===== config.mk =====
export PLATFORM = sky130hd
export DESIGN_NAME = asr_top
export DESIGN_NICKNAME = d
export VERILOG_FILES = /design/src/verilog/asr_pkg.sv /design/src/verilog/asr_top.sv /design/src/verilog/asr_fifo.sv
export SDC_FILE = /design/constraint.sdc
export NUM_CORES = 1
export LEC_CHECK = 0
export ABC_CLOCK_PERIOD_IN_PS = 19150
export BUFFER_PORTS_ARGS = -buffer_cell sky130_fd_sc_hd__clkbuf_2
export CORE_MARGIN = 2
export CORE_UTILIZATION = 55
export DETAILED_ROUTE_END_ITERATION = 8
export PLACE_DENSITY_LB_ADDON = 0.08
export RECOVER_POWER = 25
export REMOVE_ABC_BUFFERS = 1
export SLEW_MARGIN = 10
export SYNTH_ARGS = -nofsm -noshare
export SYNTH_HDL_FRONTEND = slang
export SYNTH_HIERARCHICAL = 1
export SYNTH_SLANG_ARGS = --single-unit

===== constraint.sdc =====
create_clock -name sys_clk -period 19.15 [get_ports sys_clk]
set_input_delay 1.915 -clock sys_clk [delete_from_list [all_inputs] [get_ports sys_clk]]
set_output_delay 1.915 -clock sys_clk [all_outputs]
set_load 0.02 [all_outputs]

===== src/verilog/asr_pkg.sv =====
// constants and types for the slave serial readout block
`default_nettype none
package asr_pkg;
  localparam int unsigned WORD_W       = 18;   // result width, bits
  localparam int unsigned FIFO_DEPTH   = 8;    // result buffer depth
  localparam int unsigned CLK_PERIOD_NS = 20;  // sys_clk period
  localparam int unsigned CONV_TIME_NS = 7000; // conversion time, least
  // least time rounds up to whole cycles
  localparam int unsigned CONV_CYCLES =
    (CONV_TIME_NS + CLK_PERIOD_NS - 1) / CLK_PERIOD_NS;
  localparam int unsigned CONV_CNT_W   = 16;   // conversion counter width
  localparam int unsigned BIT_CNT_W    = 5;    // readout bit counter width
  localparam logic [BIT_CNT_W-1:0] BIT_CNT_ZERO = 5'h00;
  localparam logic [BIT_CNT_W-1:0] BIT_CNT_ONE  = 5'h01;
  localparam logic [CONV_CNT_W-1:0] CONV_CNT_ZERO = 16'h0000;
  localparam logic [CONV_CNT_W-1:0] CONV_CNT_ONE  = 16'h0001;
  localparam logic [WORD_W-1:0] RESULT_RST = 18'h00000;

  // conversion sequencer states
  typedef enum logic [1:0] {
    ASR_IDLE,
    ASR_CONVERT,
    ASR_FETCH
  } asr_state_t;
endpackage
`default_nettype wire


===== src/verilog/asr_top.sv =====
// slave serial readout port of an 18-bit converter
`timescale 1ns/1ps
`default_nettype none
module asr_top #(
  parameter int unsigned WORD_W      = asr_pkg::WORD_W,
  parameter int unsigned FIFO_DEPTH  = asr_pkg::FIFO_DEPTH,
  parameter int unsigned CONV_CYCLES = asr_pkg::CONV_CYCLES
) (
  input  wire logic              sys_clk,               // 50 MHz clock
  input  wire logic              rst_n,                 // async reset, low
  input  wire logic              ce,                    // clock enable
  input  wire logic              convert_start_n,       // start pin, low
  input  wire logic              cs_n,                  // device select
  input  wire logic              rd_n,                  // read enable
  input  wire logic              sclk,                  // external clock
  input  wire logic              clock_source_select,   // high: external
  input  wire logic              interface_select_bit0, // mode bit 0
  input  wire logic              interface_select_bit1, // mode bit 1
  input  wire logic              read_during_conv,      // readout mode
  input  wire logic              readmode_or_chain_in,  // chain data in
  input  wire logic [WORD_W-1:0] result_data,           // core result
  input  wire logic              result_valid,          // result offered
  output logic                   result_ready,          // buffer room
  output logic                   serial_result_out,     // serial data
  output logic                   serial_result_oe_n,    // drive when low
  output logic                   busy,                  // converting
  output logic                   readout_overrun_flag   // error pulse
);
  localparam logic [asr_pkg::CONV_CNT_W-1:0] CONV_LAST =
    asr_pkg::CONV_CNT_W'(CONV_CYCLES - 1);
  localparam logic [asr_pkg::BIT_CNT_W-1:0] BIT_LAST =
    asr_pkg::BIT_CNT_W'(WORD_W);

  // registered state of the port, apart from reset sync and buffer
  typedef struct packed {
    logic                              cnv_m;   // sync stage one
    logic                              cnv_s;   // sync stage two
    logic                              cnv_p;   // previous synced
    logic                              cs_m;
    logic                              cs_s;
    logic                              rd_m;
    logic                              rd_s;
    logic                              sclk_m;
    logic                              sclk_s;
    logic                              sclk_p;
    logic                              ext_m;
    logic                              ext_s;
    logic                              ser0_m;
    logic                              ser0_s;
    logic                              ser1_m;
    logic                              ser1_s;
    logic                              rdc_m;
    logic                              rdc_s;
    logic                              chain_m;
    logic                              chain_s;
    logic                              chain_bit; // latched chain input
    asr_pkg::asr_state_t               state;
    logic [asr_pkg::CONV_CNT_W-1:0]    conv_cnt;
    logic [WORD_W-1:0]                 shift;
    logic [asr_pkg::BIT_CNT_W-1:0]     bit_cnt;
    logic                              busy;
    logic                              sdo;
    logic                              oe_n;
    logic                              err;
  } asr_state_s_t;

  asr_state_s_t s_q;
  asr_state_s_t s_d;
  logic         rst_m_n;
  logic         rst_s_n;
  logic [WORD_W-1:0] fifo_data;
  logic         fifo_valid;
  logic         fifo_pop;

  // serial port usable: serial mode and both strobes low
  function automatic logic port_open(input logic ser0, input logic ser1,
                                     input logic cs, input logic rd);
    port_open = ser0 && ser1 && !cs && !rd;
  endfunction

  // reset release through two flip-flops
  always_ff @(posedge sys_clk or negedge rst_n) begin
    if (!rst_n) begin
      rst_m_n <= 1'b0;
      rst_s_n <= 1'b0;
    end else begin
      rst_m_n <= 1'b1;
      rst_s_n <= rst_m_n;
    end
  end

  // buffer between converter core and output shift register
  asr_fifo #(
    .WIDTH (WORD_W),
    .DEPTH (FIFO_DEPTH)
  ) u_fifo (
    .clk       (sys_clk),
    .rst_n     (rst_s_n),
    .ce        (ce),
    .in_data   (result_data),
    .in_valid  (result_valid),
    .in_ready  (result_ready),
    .out_data  (fifo_data),
    .out_valid (fifo_valid),
    .out_ready (fifo_pop)
  );

  assign fifo_pop = (s_q.state == asr_pkg::ASR_FETCH) && fifo_valid;

  // next-state logic for sync, sequencer and shifter
  always_comb begin
    logic open;
    logic ext_clk;
    logic rise;
    logic fall;
    logic chain_used;
    open       = 1'b0;
    ext_clk    = 1'b0;
    rise       = 1'b0;
    fall       = 1'b0;
    chain_used = 1'b0;
    s_d        = s_q;

    // pin synchronisers, first stage read only by second
    s_d.cnv_m   = convert_start_n;
    s_d.cnv_s   = s_q.cnv_m;
    s_d.cnv_p   = s_q.cnv_s;
    s_d.cs_m    = cs_n;
    s_d.cs_s    = s_q.cs_m;
    s_d.rd_m    = rd_n;
    s_d.rd_s    = s_q.rd_m;
    s_d.sclk_m  = sclk;
    s_d.sclk_s  = s_q.sclk_m;
    s_d.sclk_p  = s_q.sclk_s;
    s_d.ext_m   = clock_source_select;
    s_d.ext_s   = s_q.ext_m;
    s_d.ser0_m  = interface_select_bit0;
    s_d.ser0_s  = s_q.ser0_m;
    s_d.ser1_m  = interface_select_bit1;
    s_d.ser1_s  = s_q.ser1_m;
    s_d.rdc_m   = read_during_conv;
    s_d.rdc_s   = s_q.rdc_m;
    s_d.chain_m = readmode_or_chain_in;
    s_d.chain_s = s_q.chain_m;
    s_d.err     = 1'b0;

    open    = port_open(s_q.ser0_s, s_q.ser1_s, s_q.cs_s, s_q.rd_s);
    ext_clk = s_q.ext_s;
    // edges found from levels only, so any idle level or gating works
    rise = open && ext_clk && s_q.sclk_s && !s_q.sclk_p;
    fall = open && ext_clk && !s_q.sclk_s && s_q.sclk_p;
    chain_used = !s_q.rdc_s;

    // conversion sequencer, blind to the strobes once running
    unique case (s_q.state)
      asr_pkg::ASR_IDLE: begin
        if (s_q.cnv_p && !s_q.cnv_s) begin
          s_d.state    = asr_pkg::ASR_CONVERT;
          s_d.busy     = 1'b1;
          s_d.conv_cnt = asr_pkg::CONV_CNT_ZERO;
        end
      end
      asr_pkg::ASR_CONVERT: begin
        if (s_q.conv_cnt == CONV_LAST) begin
          s_d.state = asr_pkg::ASR_FETCH;
        end else begin
          s_d.conv_cnt = s_q.conv_cnt + asr_pkg::CONV_CNT_ONE;
        end
      end
      asr_pkg::ASR_FETCH: begin
        // busy stays high until the core's result is in the buffer
        if (fifo_valid) begin
          s_d.state = asr_pkg::ASR_IDLE;
          s_d.busy  = 1'b0;
        end
      end
    endcase

    // chain input latched on rising edge, opposite the launch edge
    if (rise && chain_used) begin
      s_d.chain_bit = s_q.chain_s;
    end

    // launch next bit on each falling edge, in read-during mode only until bit_cnt reaches BIT_LAST; shifting goes on in busy
    if (fall && (s_q.bit_cnt != BIT_LAST || chain_used)) begin
      // upstream word follows own LSB; zero fill without chain
      s_d.shift = {s_q.shift[WORD_W-2:0],
                   chain_used ? s_q.chain_bit : 1'b0};
      if (s_q.bit_cnt != BIT_LAST) begin
        s_d.bit_cnt = s_q.bit_cnt + asr_pkg::BIT_CNT_ONE;
      end
    end

    // read-during mode: a started but unfinished read is an error
    if (fifo_pop && s_q.rdc_s && s_q.bit_cnt != asr_pkg::BIT_CNT_ZERO
        && s_q.bit_cnt != BIT_LAST) begin
      s_d.err = 1'b1;
    end

    // new result loaded at busy fall, readout restarts at MSB
    if (fifo_pop) begin
      s_d.shift   = fifo_data;
      s_d.bit_cnt = asr_pkg::BIT_CNT_ZERO;
    end

    // output pin: data MSB of shifter, released unless port open
    s_d.sdo  = s_d.shift[WORD_W-1];
    s_d.oe_n = !port_open(s_d.ser0_s, s_d.ser1_s, s_d.cs_s, s_d.rd_s);
  end

  // single state register, frozen while ce is low
  always_ff @(posedge sys_clk or negedge rst_s_n) begin
    if (!rst_s_n) begin
      s_q         <= '0;
      s_q.cnv_m   <= 1'b1;
      s_q.cnv_s   <= 1'b1;
      s_q.cnv_p   <= 1'b1;
      s_q.cs_m    <= 1'b1;
      s_q.cs_s    <= 1'b1;
      s_q.rd_m    <= 1'b1;
      s_q.rd_s    <= 1'b1;
      s_q.state   <= asr_pkg::ASR_IDLE;
      s_q.shift   <= asr_pkg::RESULT_RST;
      s_q.oe_n    <= 1'b1;
    end else if (ce) begin
      s_q <= s_d;
    end
  end

  // outputs straight from flip-flops
  assign serial_result_out    = s_q.sdo;
  assign serial_result_oe_n   = s_q.oe_n;
  assign busy                 = s_q.busy;
  assign readout_overrun_flag = s_q.err;
endmodule // asr_top
`default_nettype wire


===== src/verilog/asr_fifo.sv =====
// result buffer fifo with valid/ready on both sides
`timescale 1ns/1ps
`default_nettype none
module asr_fifo #(
  parameter int unsigned WIDTH = 18,
  parameter int unsigned DEPTH = 8
) (
  input  wire logic             clk,       // system clock
  input  wire logic             rst_n,     // synchronised reset, low
  input  wire logic             ce,        // clock enable
  input  wire logic [WIDTH-1:0] in_data,   // write data
  input  wire logic             in_valid,  // write request
  output logic                  in_ready,  // room available
  output logic      [WIDTH-1:0] out_data,  // read data
  output logic                  out_valid, // data available
  input  wire logic             out_ready  // read accept
);
  localparam int unsigned AW = (DEPTH > 1) ? $clog2(DEPTH) : 1;
  localparam logic [AW:0] CNT_ONE = (AW+1)'(1);
  localparam logic [AW-1:0] PTR_ONE = AW'(1);
  localparam logic [AW:0] CNT_FULL = (AW+1)'(DEPTH);
  localparam logic [AW-1:0] PTR_LAST = AW'(DEPTH - 1);

  typedef struct packed {
    logic [DEPTH-1:0][WIDTH-1:0] mem;
    logic [AW-1:0]               wr_ptr;
    logic [AW-1:0]               rd_ptr;
    logic [AW:0]                 count;
  } asr_fifo_state_t;

  asr_fifo_state_t s_q;
  asr_fifo_state_t s_d;
  logic            push;
  logic            pop;

  // flags straight from the registered count
  assign in_ready  = (s_q.count != CNT_FULL);
  assign out_valid = (s_q.count != '0);
  assign out_data  = s_q.mem[s_q.rd_ptr];
  assign push      = in_valid && in_ready;
  assign pop       = out_valid && out_ready;

  // pointer and storage update
  always_comb begin
    s_d = s_q;
    if (push) begin
      s_d.mem[s_q.wr_ptr] = in_data;
      s_d.wr_ptr = (s_q.wr_ptr == PTR_LAST) ? '0 : s_q.wr_ptr + PTR_ONE;
    end
    if (pop) begin
      s_d.rd_ptr = (s_q.rd_ptr == PTR_LAST) ? '0 : s_q.rd_ptr + PTR_ONE;
    end
    if (push && !pop) begin
      s_d.count = s_q.count + CNT_ONE;
    end else if (pop && !push) begin
      s_d.count = s_q.count - CNT_ONE;
    end
  end

  // state register, frozen while ce is low
  always_ff @(posedge clk or negedge rst_n) begin
    if (!rst_n) begin
      s_q <= '0;
    end else if (ce) begin
      s_q <= s_d;
    end
  end
endmodule // asr_fifo
`default_nettype wire


==> results of run 1 <==
==> per-layer routing <==
| layer | global-route usage, % | part of all wire [%] | vias up |
|---|---|---|---|
| met1 | 32.28 | 47 | 3326 |
| met5 | 0 | 0 | - |
| met2 | 34.50 | 48 | 97 |
| met3 | 3.775 | 3.8 | 23 |
| met4 | 4.599 | 1.3 | 0 |
| li1 | - | - | 2869 |
==> cell families after synthesis <==
kind of cell    Yosys count
fa+ha+maj                16
simple gates            128
flops                   221
mux                     237
xor+xnor                  2
compound gates           79
buf+inv                  57
other cells               1
==> sequential cells by signal, indices dropped and copies added (netlist names) <==
name,cells
readout_overrun_flag,1
busy,1
u_fifo/s_q,154
rst_s_n,1
serial_result_oe_n,1
s_q,51
rst_m_n,1
s_d,11
==> power by group <==
group / total (µW) / internal [µW] / switching (µW)
clock network: 458 / 273 / 186
logic: 413 / 268 / 146
registers: 759 / 645 / 114
==> cells in the final DEF (no fill, tap or decap), types with 17 or more instances in the layout <==
cell type | Yosys | routed
dfrtp_1 | 213 | 212
mux4_2 | 36 | 36
clkbuf_16 | 0 | 25
mux2_2 | 139 | 139
o22ai_1 | 19 | 19
inv_1 | 17 | 17
a2bb2oi_1 | 18 | 18
nand2b_1 | 22 | 22
nand2_1 | 26 | 26
mux2_4 | 50 | 50
clkbuf_2 | 1 | 34
==> stage by stage <==
step	hold slack [ns]	power, µW
floorplan	0.3312	1069
detailed placement	0.3381	1182
finish	0.3474	1631
global placement	0.3385	1148
CTS	0.3512	1650
global route	0.3534	1726
==> final timing paths <==
path / start / to / slack [ns] / depth (start not counted)
worst max-delay path: rst_s_n / s_q[16] / 13.52 / 1
worst min-delay path: rst_m_n / rst_s_n / 0.35 / 0
worst max register to register: rst_s_n / s_q[16] / 13.52 / 1
worst min register to register: rst_m_n / rst_s_n / 0.35 / 0
max in group sys_clk: u_fifo/s_q[0] / result_ready / 15.45 / 4
min in group asynchronous: rst_n / rst_m_n / 1.18 / 1
==> area by class of cell <==
| type | instances | share of cell area [%] |
|---|---|---|
| inverters | 17 | 0.5330 |
| flip-flops and latches | 221 | 46.29 |
| multi-input cells | 463 | 41.42 |
| well taps | 265 | 2.770 |
| clock inverters | 9 | 0.6375 |
| clock buffers | 36 | 5.989 |
| repair buffers | 50 | 2.362 |
==> run_results.csv, run 1 <==
group,metric,value,unit
final_layout,seq_area,5542,µm²
power,p_leak,0.005099,µW
critical_path,crit_buf_inv,1,
floorplan,initial_core_util,55.96,%
critical_path,cp_max_fo,71,
final_layout,fin_cells,1061,
job,cap_violations,2,
placed_design,postPlaceCellArea,11190,µm²
logic_synthesis,synth-xor-area-share,0.1614,%
global_route,grt_pass1_vias,6581,
critical_path,cp.required,18.96,ns
power,p_per_area,136.2,nW/µm²
clock_tree,cts_max_level,1,
final_layout,fin_util,61.71,%
critical_path,cpPeakStageDelay,2.62,ns
placed_design,dp_hpwl,13410,µm
global_route,overflow,0,
logic_synthesis,muxShareOfSynthArea,29.91,%
clock_tree,cts-buffers-inserted,25,
floorplan,rows,51,
critical_path,worst-setup-path-type,"reg2async",
critical_path,cp_data_arrival_time,5.44,ns
final_layout,design_area,11970,µm²
global_route,track_usage,21.87,%
clock_tree,cts_sinks,221,
critical_path,cpLargestDelayFamily,"buffers and inverters",
logic_synthesis,yosys.area_share.simple,8.230,%
sta,skew,0.01738,ns
route,drc,0,
route,dr.pass1.iters,4,
logic_synthesis,synth_compound_area_share,5.429,%
logic_synthesis,yosys.area.top_type_share,49.10,%
global_route,grt_pass1_wl,35640,µm
sta,setup_tns,0,ns
final_layout,fillers,1502,
clock_tree,clk-insertion-delay-late,0.52,ns
route,vias_per_cell,5.952,
global_route,grt_antenna_before_repair,0,
placed_design,port-buffer-count,35,
logic_synthesis,ys_ff_latch,221,
clock_tree,path_clk_slew,0.06,ns
logic_synthesis,synthMostInstantiatedCell,"dfrtp_1",
logic_synthesis,synthDistinctLibCells,64,
sta,slew_headroom,-134.4,%
logic_synthesis,synth_top_family_by_area,"multiplexers",
logic_synthesis,synth-edff-count,0,
logic_synthesis,ys_seq_area_share,51.04,%
logic_synthesis,yosys.area.top_type,"dfrtp_1",
clock_tree,cts_resized,0,
sta,worst_slack,13.52,ns
final_layout,final_nets,825,
route,vias,6315,
logic_synthesis,synthFlopType,"dfrtp_1",
run_status,status,"finished, violations left",
final_layout,area_delta_synth_final,10.28,%
placed_design,pre_cts_ws,15.17,ns
global_route,grt_max_degree,85,
sta,min_period,5.627,ns
logic_synthesis,syn_area_per_cell,14.65,µm²
logic_synthesis,syn_inst,741,
critical_path,crit_slowest_cell,"clkbuf_1",
floorplan,die_w,144.5,µm
power,ir_worst_vdd,94.37,µV
critical_path,start_kind,"flip-flop",
clock_tree,clockBufferDepth,3,
placed_design,dpl.cell_count,1016,
route,final_antenna_net_count,0,
critical_path,path_cells,"clkbuf_1",
logic_synthesis,async_flop_share,100.0,%
sta,setup_violations,0,
logic_synthesis,yosys_warnings,6,
clock_tree,cts_setup_buffers,0,
critical_path,end_kind,"async pin",
logic_synthesis,synthTopCellsByArea,"dfrtp_1 (49%), mux2_2 (14%), mux4_2 (7.5%)",
sta,drv_slew,139,
final_layout,diodes,0,
final_layout,drive_gt1_share,42.46,%
floorplan,die_y,144.5,µm
placed_design,place_congestion,0.8163,
sta,rsz0062_at_grt,"no",
run_status,violations,"max-capacitance violations, max-slew violations",
route,wl,21760,µm
floorplan,core_area,19400,µm²
floorplan,pin_count,36,
sta,max_slew.worst_pin.slew,3.516,ns
sta,clock.fmax,177.7,MHz
final_layout,multi_input_area,4959,µm²
sta,hold_violations,0,
clock_tree,clockRootBuffer,"clkbuf_16",
clock_tree,cts_tree,"done",
route,initialDrtViolationCount,370,
hold_path,hold_path_class,"reg2reg",
sta,finalCritPeriodShare,29.39,%
logic_synthesis,synth_adder_area_share,1.913,%
floorplan,dieArea,20880,µm²
logic_synthesis,synthTopCellsByCount,"dfrtp_1 (213), mux2_2 (139), mux2_4 (50)",
clock_tree,holdBufCountCts,0,
route,avgRoutedWirePerCell,20.51,µm
logic_synthesis,synth_area,10860,µm²
(Power assumes the default switching activity.)
==> inputs of run 2 (changes only) <==
--- a/config.mk
+++ b/config.mk
@@ -5,7 +5,7 @@
 export SDC_FILE = /design/constraint.sdc
 export NUM_CORES = 1
 export LEC_CHECK = 0
-export ABC_CLOCK_PERIOD_IN_PS = 19150
+export ABC_CLOCK_PERIOD_IN_PS = 5400
 export BUFFER_PORTS_ARGS = -buffer_cell sky130_fd_sc_hd__clkbuf_2
 export CORE_MARGIN = 2
 export CORE_UTILIZATION = 55
==> constraint.sdc (replaced) <==
create_clock -name sys_clk -period 5.4 [get_ports sys_clk]
set_input_delay 0.54 -clock sys_clk [delete_from_list [all_inputs] [get_ports sys_clk]]
set_output_delay 0.54 -clock sys_clk [all_outputs]
set_load 0.02 [all_outputs]
==> run 2 against run 1 <==
Compared with the run above: the flow still finishes with violations (max-capacitance violations, max-slew violations); sequential power rose to 3.5 times the previous value; utilization rose by 0.15 points; sequential cell count did not move; clock power rose to 3.6 times the previous value; clock skew fell by 0.0016 ns; cell area rose by 0.24%; power rose to 3.5 times the previous value; critical path type is now reg2reg.
==> run_results.csv, run 2 (synthesis results as in run 1) <==
group,metric,value,unit
critical_path,cp_num_cells,11,
placed_design,pre_cts_ws,1.815,ns
route,wl,21460,µm
placed_design,place_congestion,0.7695,
clock_tree,cts_tree,"done",
route,initialDrtViolationCount,262,
sta,drv_slew,119,
final_layout,drive_gt1_share,42.26,%
final_layout,layout_common_cells,"dfrtp_1 (212), mux2_2 (139), mux2_4 (50), mux4_2 (36), clkbuf_2 (29)",
critical_path,crit_buf_inv,3,
critical_path,start_kind,"flip-flop",
critical_path,worstReg2RegEnd,"u_fifo/s_q[3]",
route,drc,0,
critical_path,end_kind,"flip-flop",
critical_path,worst-setup-path-type,"reg2reg",
floorplan,dieArea,20880,µm²
critical_path,crit_slowest_cell,"or4b_2",
critical_path,r2r_cells,11,
global_route,grt_antenna_before_repair,0,
critical_path,cp_max_fo,41,
global_route,top_usage_layer,"met2",
final_layout,area_delta_synth_final,10.55,%
sta,max_slew.worst_pin.slew,3.195,ns
sta,hold_violations,0,
floorplan,core_area,19400,µm²
global_route,grt_util_met1,31.84,%
clock_tree,clk-insertion-delay-late,0.52,ns
hold_path,min_to,"s_d[57]",
final_layout,top_register,"u_fifo/s_q",
hold_path,hold_path_class,"in2reg",
critical_path,cp.required,5.79,ns
critical_path,r2r_start,"u_fifo/s_q[0]",
sta,min_period,3.608,ns
sta,clock.fmax,277.2,MHz
final_layout,final_common_cell,"dfrtp_1",
placed_design,dpl.cell_count,1015,
global_route,grt_max_degree,141,
floorplan,pin_count,36,
route,final_antenna_net_count,0,
sta,slew_headroom,-113.0,%
placed_design,port-buffer-count,35,
critical_path,cpLargestDelayFamily,"simple AND/OR/NAND/NOR gates",
clock_tree,clockRootBuffer,"clkbuf_16",
sta,finalCritPeriodShare,66.81,%
clock_tree,path_clk_slew,0.06,ns
power,p_per_area,480.9,nW/µm²
placed_design,dp_hpwl,12890,µm
power,p_leak,0.005104,µW
final_layout,fin_cells,1060,
job,cap_violations,2,
critical_path,path_cells,"or4_1, nand2_1, buf_4, inv_1, nand2_1, ha_1, inv_1, ha_1, or4b_2, o221ai_1, o211ai_1",
sta,skew,0.01573,ns
sta,worst_slack,1.792,ns
floorplan,initial_core_util,55.96,%
floorplan,die_y,144.5,µm
power,p_total,5771,µW
global_route,overflow,0,
final_layout,fin_util,61.86,%
run_status,status,"finished, violations left",
final_layout,diodes,0,
run_status,violations,"max-capacitance violations, max-slew violations",
clock_tree,cts_resized,0,
clock_tree,cts-buffers-inserted,25,
hold_path,worstHoldStart,"sclk",
route,dr.pass1.iters,4,
critical_path,cp_data_arrival_time,3.99,ns
clock_tree,cts_sinks,221,
route,vias,6216,
power,ir_worst_vdd,334.8,µV
route,vias_per_cell,5.864,
sta,rsz0062_at_grt,"no",
floorplan,die_w,144.5,µm
sta,setup_violations,0,
global_route,gr-usage-met3,3.675,%
route,avgRoutedWirePerCell,20.24,µm
hold_path,min_path_cells,2,
critical_path,reg2reg_slack,1.79,ns
floorplan,rows,51,
final_layout,final_nets,825,
sta,setup_tns,0,ns
global_route,gr-usage-met2,35.05,%
global_route,track_usage,21.95,%
final_layout,largest_register_ffs,154,
global_route,grt_pass1_vias,6625,
clock_tree,clockBufferDepth,3,
critical_path,cpPeakStageDelay,0.67,ns
clock_tree,cts_max_level,1,
global_route,grt_pass1_wl,35520,µm
==> run 2: cell types whose count changed in the layout (fill, tap and decap cells not counted) <==
cell           delta
dlygate4sd3_1     +1
buf_4             -2
buf_12            +1
clkbuf_2          -5
clkbuf_8          +5
bufinv_16         -1
==> run 2: metal layers <==
metal,up-vias,wire (µm)
met4,0,359
met5,-,0
met3,29,991
met1,3187,9928
li1,2874,-
met2,126,10180
==> run 2: through the flow <==
stage,hold slack [ns],cell area (µm²)
after floorplan,0.2444,10560
after global placement,0.3246,11190
after detailed placement,0.3261,11190
after CTS,0.2406,12020
after global routing,0.2450,12000
final,0.2561,12000
==> run 2: layout make-up <==
cell class	instances	area (µm²)
clock buffers	36	767.0
clock inverters	8	46.29
fillers	1493	7398
inverters	17	63.81
multi-input cells	463	4959
flip-flops and latches	221	5542
well taps	265	331.6
repair buffers	50	291.5
==> run 2: timing repair <==
item | in CTS | in global routing
hold buffers | 1 | 0
endpoints found under the hold margin | 2 | 0
endpoints found under the setup margin | 0 | 0
buffers inserted | 0 | 0
==> run 2: power by group <==
group | switching (µW) | internal (µW) | leakage, µW
clock network | 657 | 980 | 0.000409
registers | 399 | 2290 | 0.00271
logic | 498 | 948 | 0.00199
total | 1550 | 4220 | 0.00510
==> run 2: how the worst max path moves through the flow <==
stage	start	end	slack [ns]
floorplan	rst_s_n	busy	-1.20
global placement	u_fifo/s_q[0]	u_fifo/s_q[3]	2.02
detailed placement	u_fifo/s_q[0]	u_fifo/s_q[3]	1.81
CTS	u_fifo/s_q[0]	u_fifo/s_q[3]	1.83
global route	rst_s_n	u_fifo/s_q[103]	1.47
finish	u_fifo/s_q[0]	u_fifo/s_q[3]	1.79
==> inputs of run 3 (changes only) <==
--- a/config.mk
+++ b/config.mk
@@ -5,7 +5,7 @@
 export SDC_FILE = /design/constraint.sdc
 export NUM_CORES = 1
 export LEC_CHECK = 0
-export ABC_CLOCK_PERIOD_IN_PS = 5400
+export ABC_CLOCK_PERIOD_IN_PS = 3600
 export BUFFER_PORTS_ARGS = -buffer_cell sky130_fd_sc_hd__clkbuf_2
 export CORE_MARGIN = 2
 export CORE_UTILIZATION = 55
==> constraint.sdc (replaced) <==
create_clock -name sys_clk -period 3.6 [get_ports sys_clk]
set_input_delay 0.36 -clock sys_clk [delete_from_list [all_inputs] [get_ports sys_clk]]
set_output_delay 0.36 -clock sys_clk [all_outputs]
set_load 0.02 [all_outputs]
==> run 3 against run 2 <==
Compared with the run above: the flow still finishes with violations (max-capacitance violations, max-slew violations); clock skew shrank 0.0033 ns; cell area grew 0.92%; via count grew 1.6%; non-clock buffer count grew 4; die area is the same; largest cell class unchanged; utilization grew 0.57 points; combinational power grew 52%; critical endpoint unchanged; power grew 54%; critical path depth shrank 1; worst hold slack lost 0.18 ns; register-to-register slack lost 1.2 ns; setup slack lost 1.2 ns; largest power group unchanged.
==> run_results.csv, run 3 (synthesis results as in run 1) <==
group,metric,value,unit
placed_design,port-buffer-count,35,
global_route,grt_max_degree,72,
clock_tree,clk-insertion-delay-late,0.52,ns
route,avgRoutedWirePerCell,20.90,µm
route,final_antenna_net_count,0,
floorplan,pin_count,36,
route,dr.pass1.iters,4,
final_layout,final_nets,829,
critical_path,end_kind,"flip-flop",
run_status,status,"finished, violations left",
route,initialDrtViolationCount,274,
placed_design,place_congestion,0.8226,
clock_tree,clockBufferDepth,3,
global_route,grt_antenna_before_repair,0,
floorplan,rows,51,
run_status,violations,"max-capacitance violations, max-slew violations",
power,p_leak,0.005161,µW
final_layout,design_area,12110,µm²
global_route,track_usage,22.34,%
job,cap_violations,2,
sta,slew_headroom,-50.74,%
route,wl,22220,µm
sta,clock.fmax,327.2,MHz
clock_tree,clockRootBuffer,"clkbuf_16",
sta,skew,0.01246,ns
global_route,grt_pass1_wl,36230,µm
floorplan,die_y,144.5,µm
final_layout,drive_gt1_share,42.61,%
clock_tree,holdBufCountCts,1,
critical_path,cp_max_fo,6,
final_layout,fin_util,62.43,%
global_route,overflow,0,
route,vias_per_cell,5.943,
placed_design,postPlaceCellArea,11250,µm²
clock_tree,cts_sinks,221,
clock_tree,cts_max_level,1,
placed_design,pre_cts_ws,0.5671,ns
floorplan,initial_core_util,55.96,%
final_layout,top_register,"u_fifo/s_q",
floorplan,core_area,19400,µm²
global_route,grt_pass1_vias,6787,
sta,setup_violations,0,
power,p_per_area,734.2,nW/µm²
clock_tree,cts_resized,0,
route,vias,6317,
sta,worst_slack,0.5434,ns
floorplan,die_w,144.5,µm
sta,rsz0062_at_grt,"no",
hold_path,hold_path_class,"in2reg",
sta,setup_tns,0,ns
final_layout,final_common_cell,"dfrtp_1",
final_layout,diodes,0,
clock_tree,cts-buffers-inserted,25,
critical_path,cp.required,3.98,ns
power,ir_worst_vdd,660.6,µV
final_layout,fillers,1483,
route,drc,0,
critical_path,start_kind,"flip-flop",
clock_tree,cts_tree,"done",
sta,hold_violations,0,
critical_path,cp_data_arrival_time,3.44,ns
final_layout,area_delta_synth_final,11.56,%
sta,max_slew.worst_pin.slew,2.261,ns
sta,min_period,3.057,ns
clock_tree,cts_setup_buffers,0,
final_layout,layout_common_cells,"dfrtp_1 (212), mux2_2 (139), mux2_4 (50), mux4_2 (36), clkbuf_2 (33)",
sta,drv_slew,88,
critical_path,worst-setup-path-type,"reg2reg",
placed_design,dp_hpwl,13410,µm
floorplan,dieArea,20880,µm²
final_layout,largest_register_ffs,154,
sta,finalCritPeriodShare,84.90,%
clock_tree,path_clk_slew,0.06,ns
==> run 3: cell types whose count changed in the layout (fill, tap and decap cells not counted), sizes merged <==
cell,change
bufinv,+4
clkbuf,-1
clkinvlp,-1
buf,+4
clkinv,-2
inv,-1
==> run 3: through the flow <==
| stage | hold WS, ns | total power (µW) | std cells |
|---|---|---|---|
| 2_1_floorplan | 0.06441 | 5687 | 701 |
| 3_3_place_gp | 0.1478 | 6058 | 1019 |
| 3_5_place_dp | 0.1496 | 6273 | 1019 |
| 4_1_cts | 0.06686 | 8967 | 1063 |
| 5_1_grt | 0.06873 | 9375 | 1063 |
| 6_report | 0.08009 | 8892 | 1063 |
==> run 3: area by class of cell <==
| class | count | area, µm² | share of cell area (%) |
|---|---|---|---|
| Tap cell | 265 | 331.6 | 2.738 |
| Multi-Input combinational cell | 463 | 4959 | 40.94 |
| Clock inverter | 8 | 140.1 | 1.157 |
| Inverter | 17 | 63.81 | 0.5269 |
| Sequential cell | 221 | 5542 | 45.76 |
| Clock buffer | 35 | 723.2 | 5.972 |
| Timing Repair Buffer | 54 | 351.6 | 2.903 |
==> run 3: worst paths after layout <==
check	startpoint	to	slack, ns	depth (start not counted)
min in group asynchronous	rst_n	rst_m_n	0.16	2
hold / removal	sclk	s_d[57]	0.08	2
max in group asynchronous	rst_s_n	u_fifo/s_q[4]	1.17	0
hold reg to reg	rst_m_n	rst_s_n	0.36	0
setup reg to reg	u_fifo/s_q[0]	u_fifo/s_q[3]	0.54	10
setup / recovery	u_fifo/s_q[0]	u_fifo/s_q[3]	0.54	10
==> run 3: power by group <==
group | total, µW | leakage, µW | switching [µW] | internal (µW)
clock network | 2650 | 0.000428 | 979 | 1670
registers | 4040 | 0.00271 | 609 | 3430
logic | 2200 | 0.00203 | 768 | 1430
==> run 3: worst max-delay path, stage by stage, from the launching register on <==
cell      delay, ns
dfrtp_1        0.48
or4_1          0.59
nand2_1        0.12
inv_1          0.09
nand2_1        0.08
ha_1           0.23
inv_1          0.13
ha_1           0.22
or4b_2         0.66
o221ai_1       0.22
o211ai_1       0.11
==> run 3: routing by layer <==
| layer | share of wire (%) | wire length (µm) | global-route usage, % | up-vias |
|---|---|---|---|---|
| met4 | 2.1 | 469 | 6.336 | 0 |
| li1 | - | - | - | 2872 |
| met5 | 0 | 0 | 0 | - |
| met1 | 45 | 10020 | 31.95 | 3281 |
| met2 | 49 | 10840 | 36.04 | 122 |
| met3 | 4.0 | 891 | 3.179 | 42 |
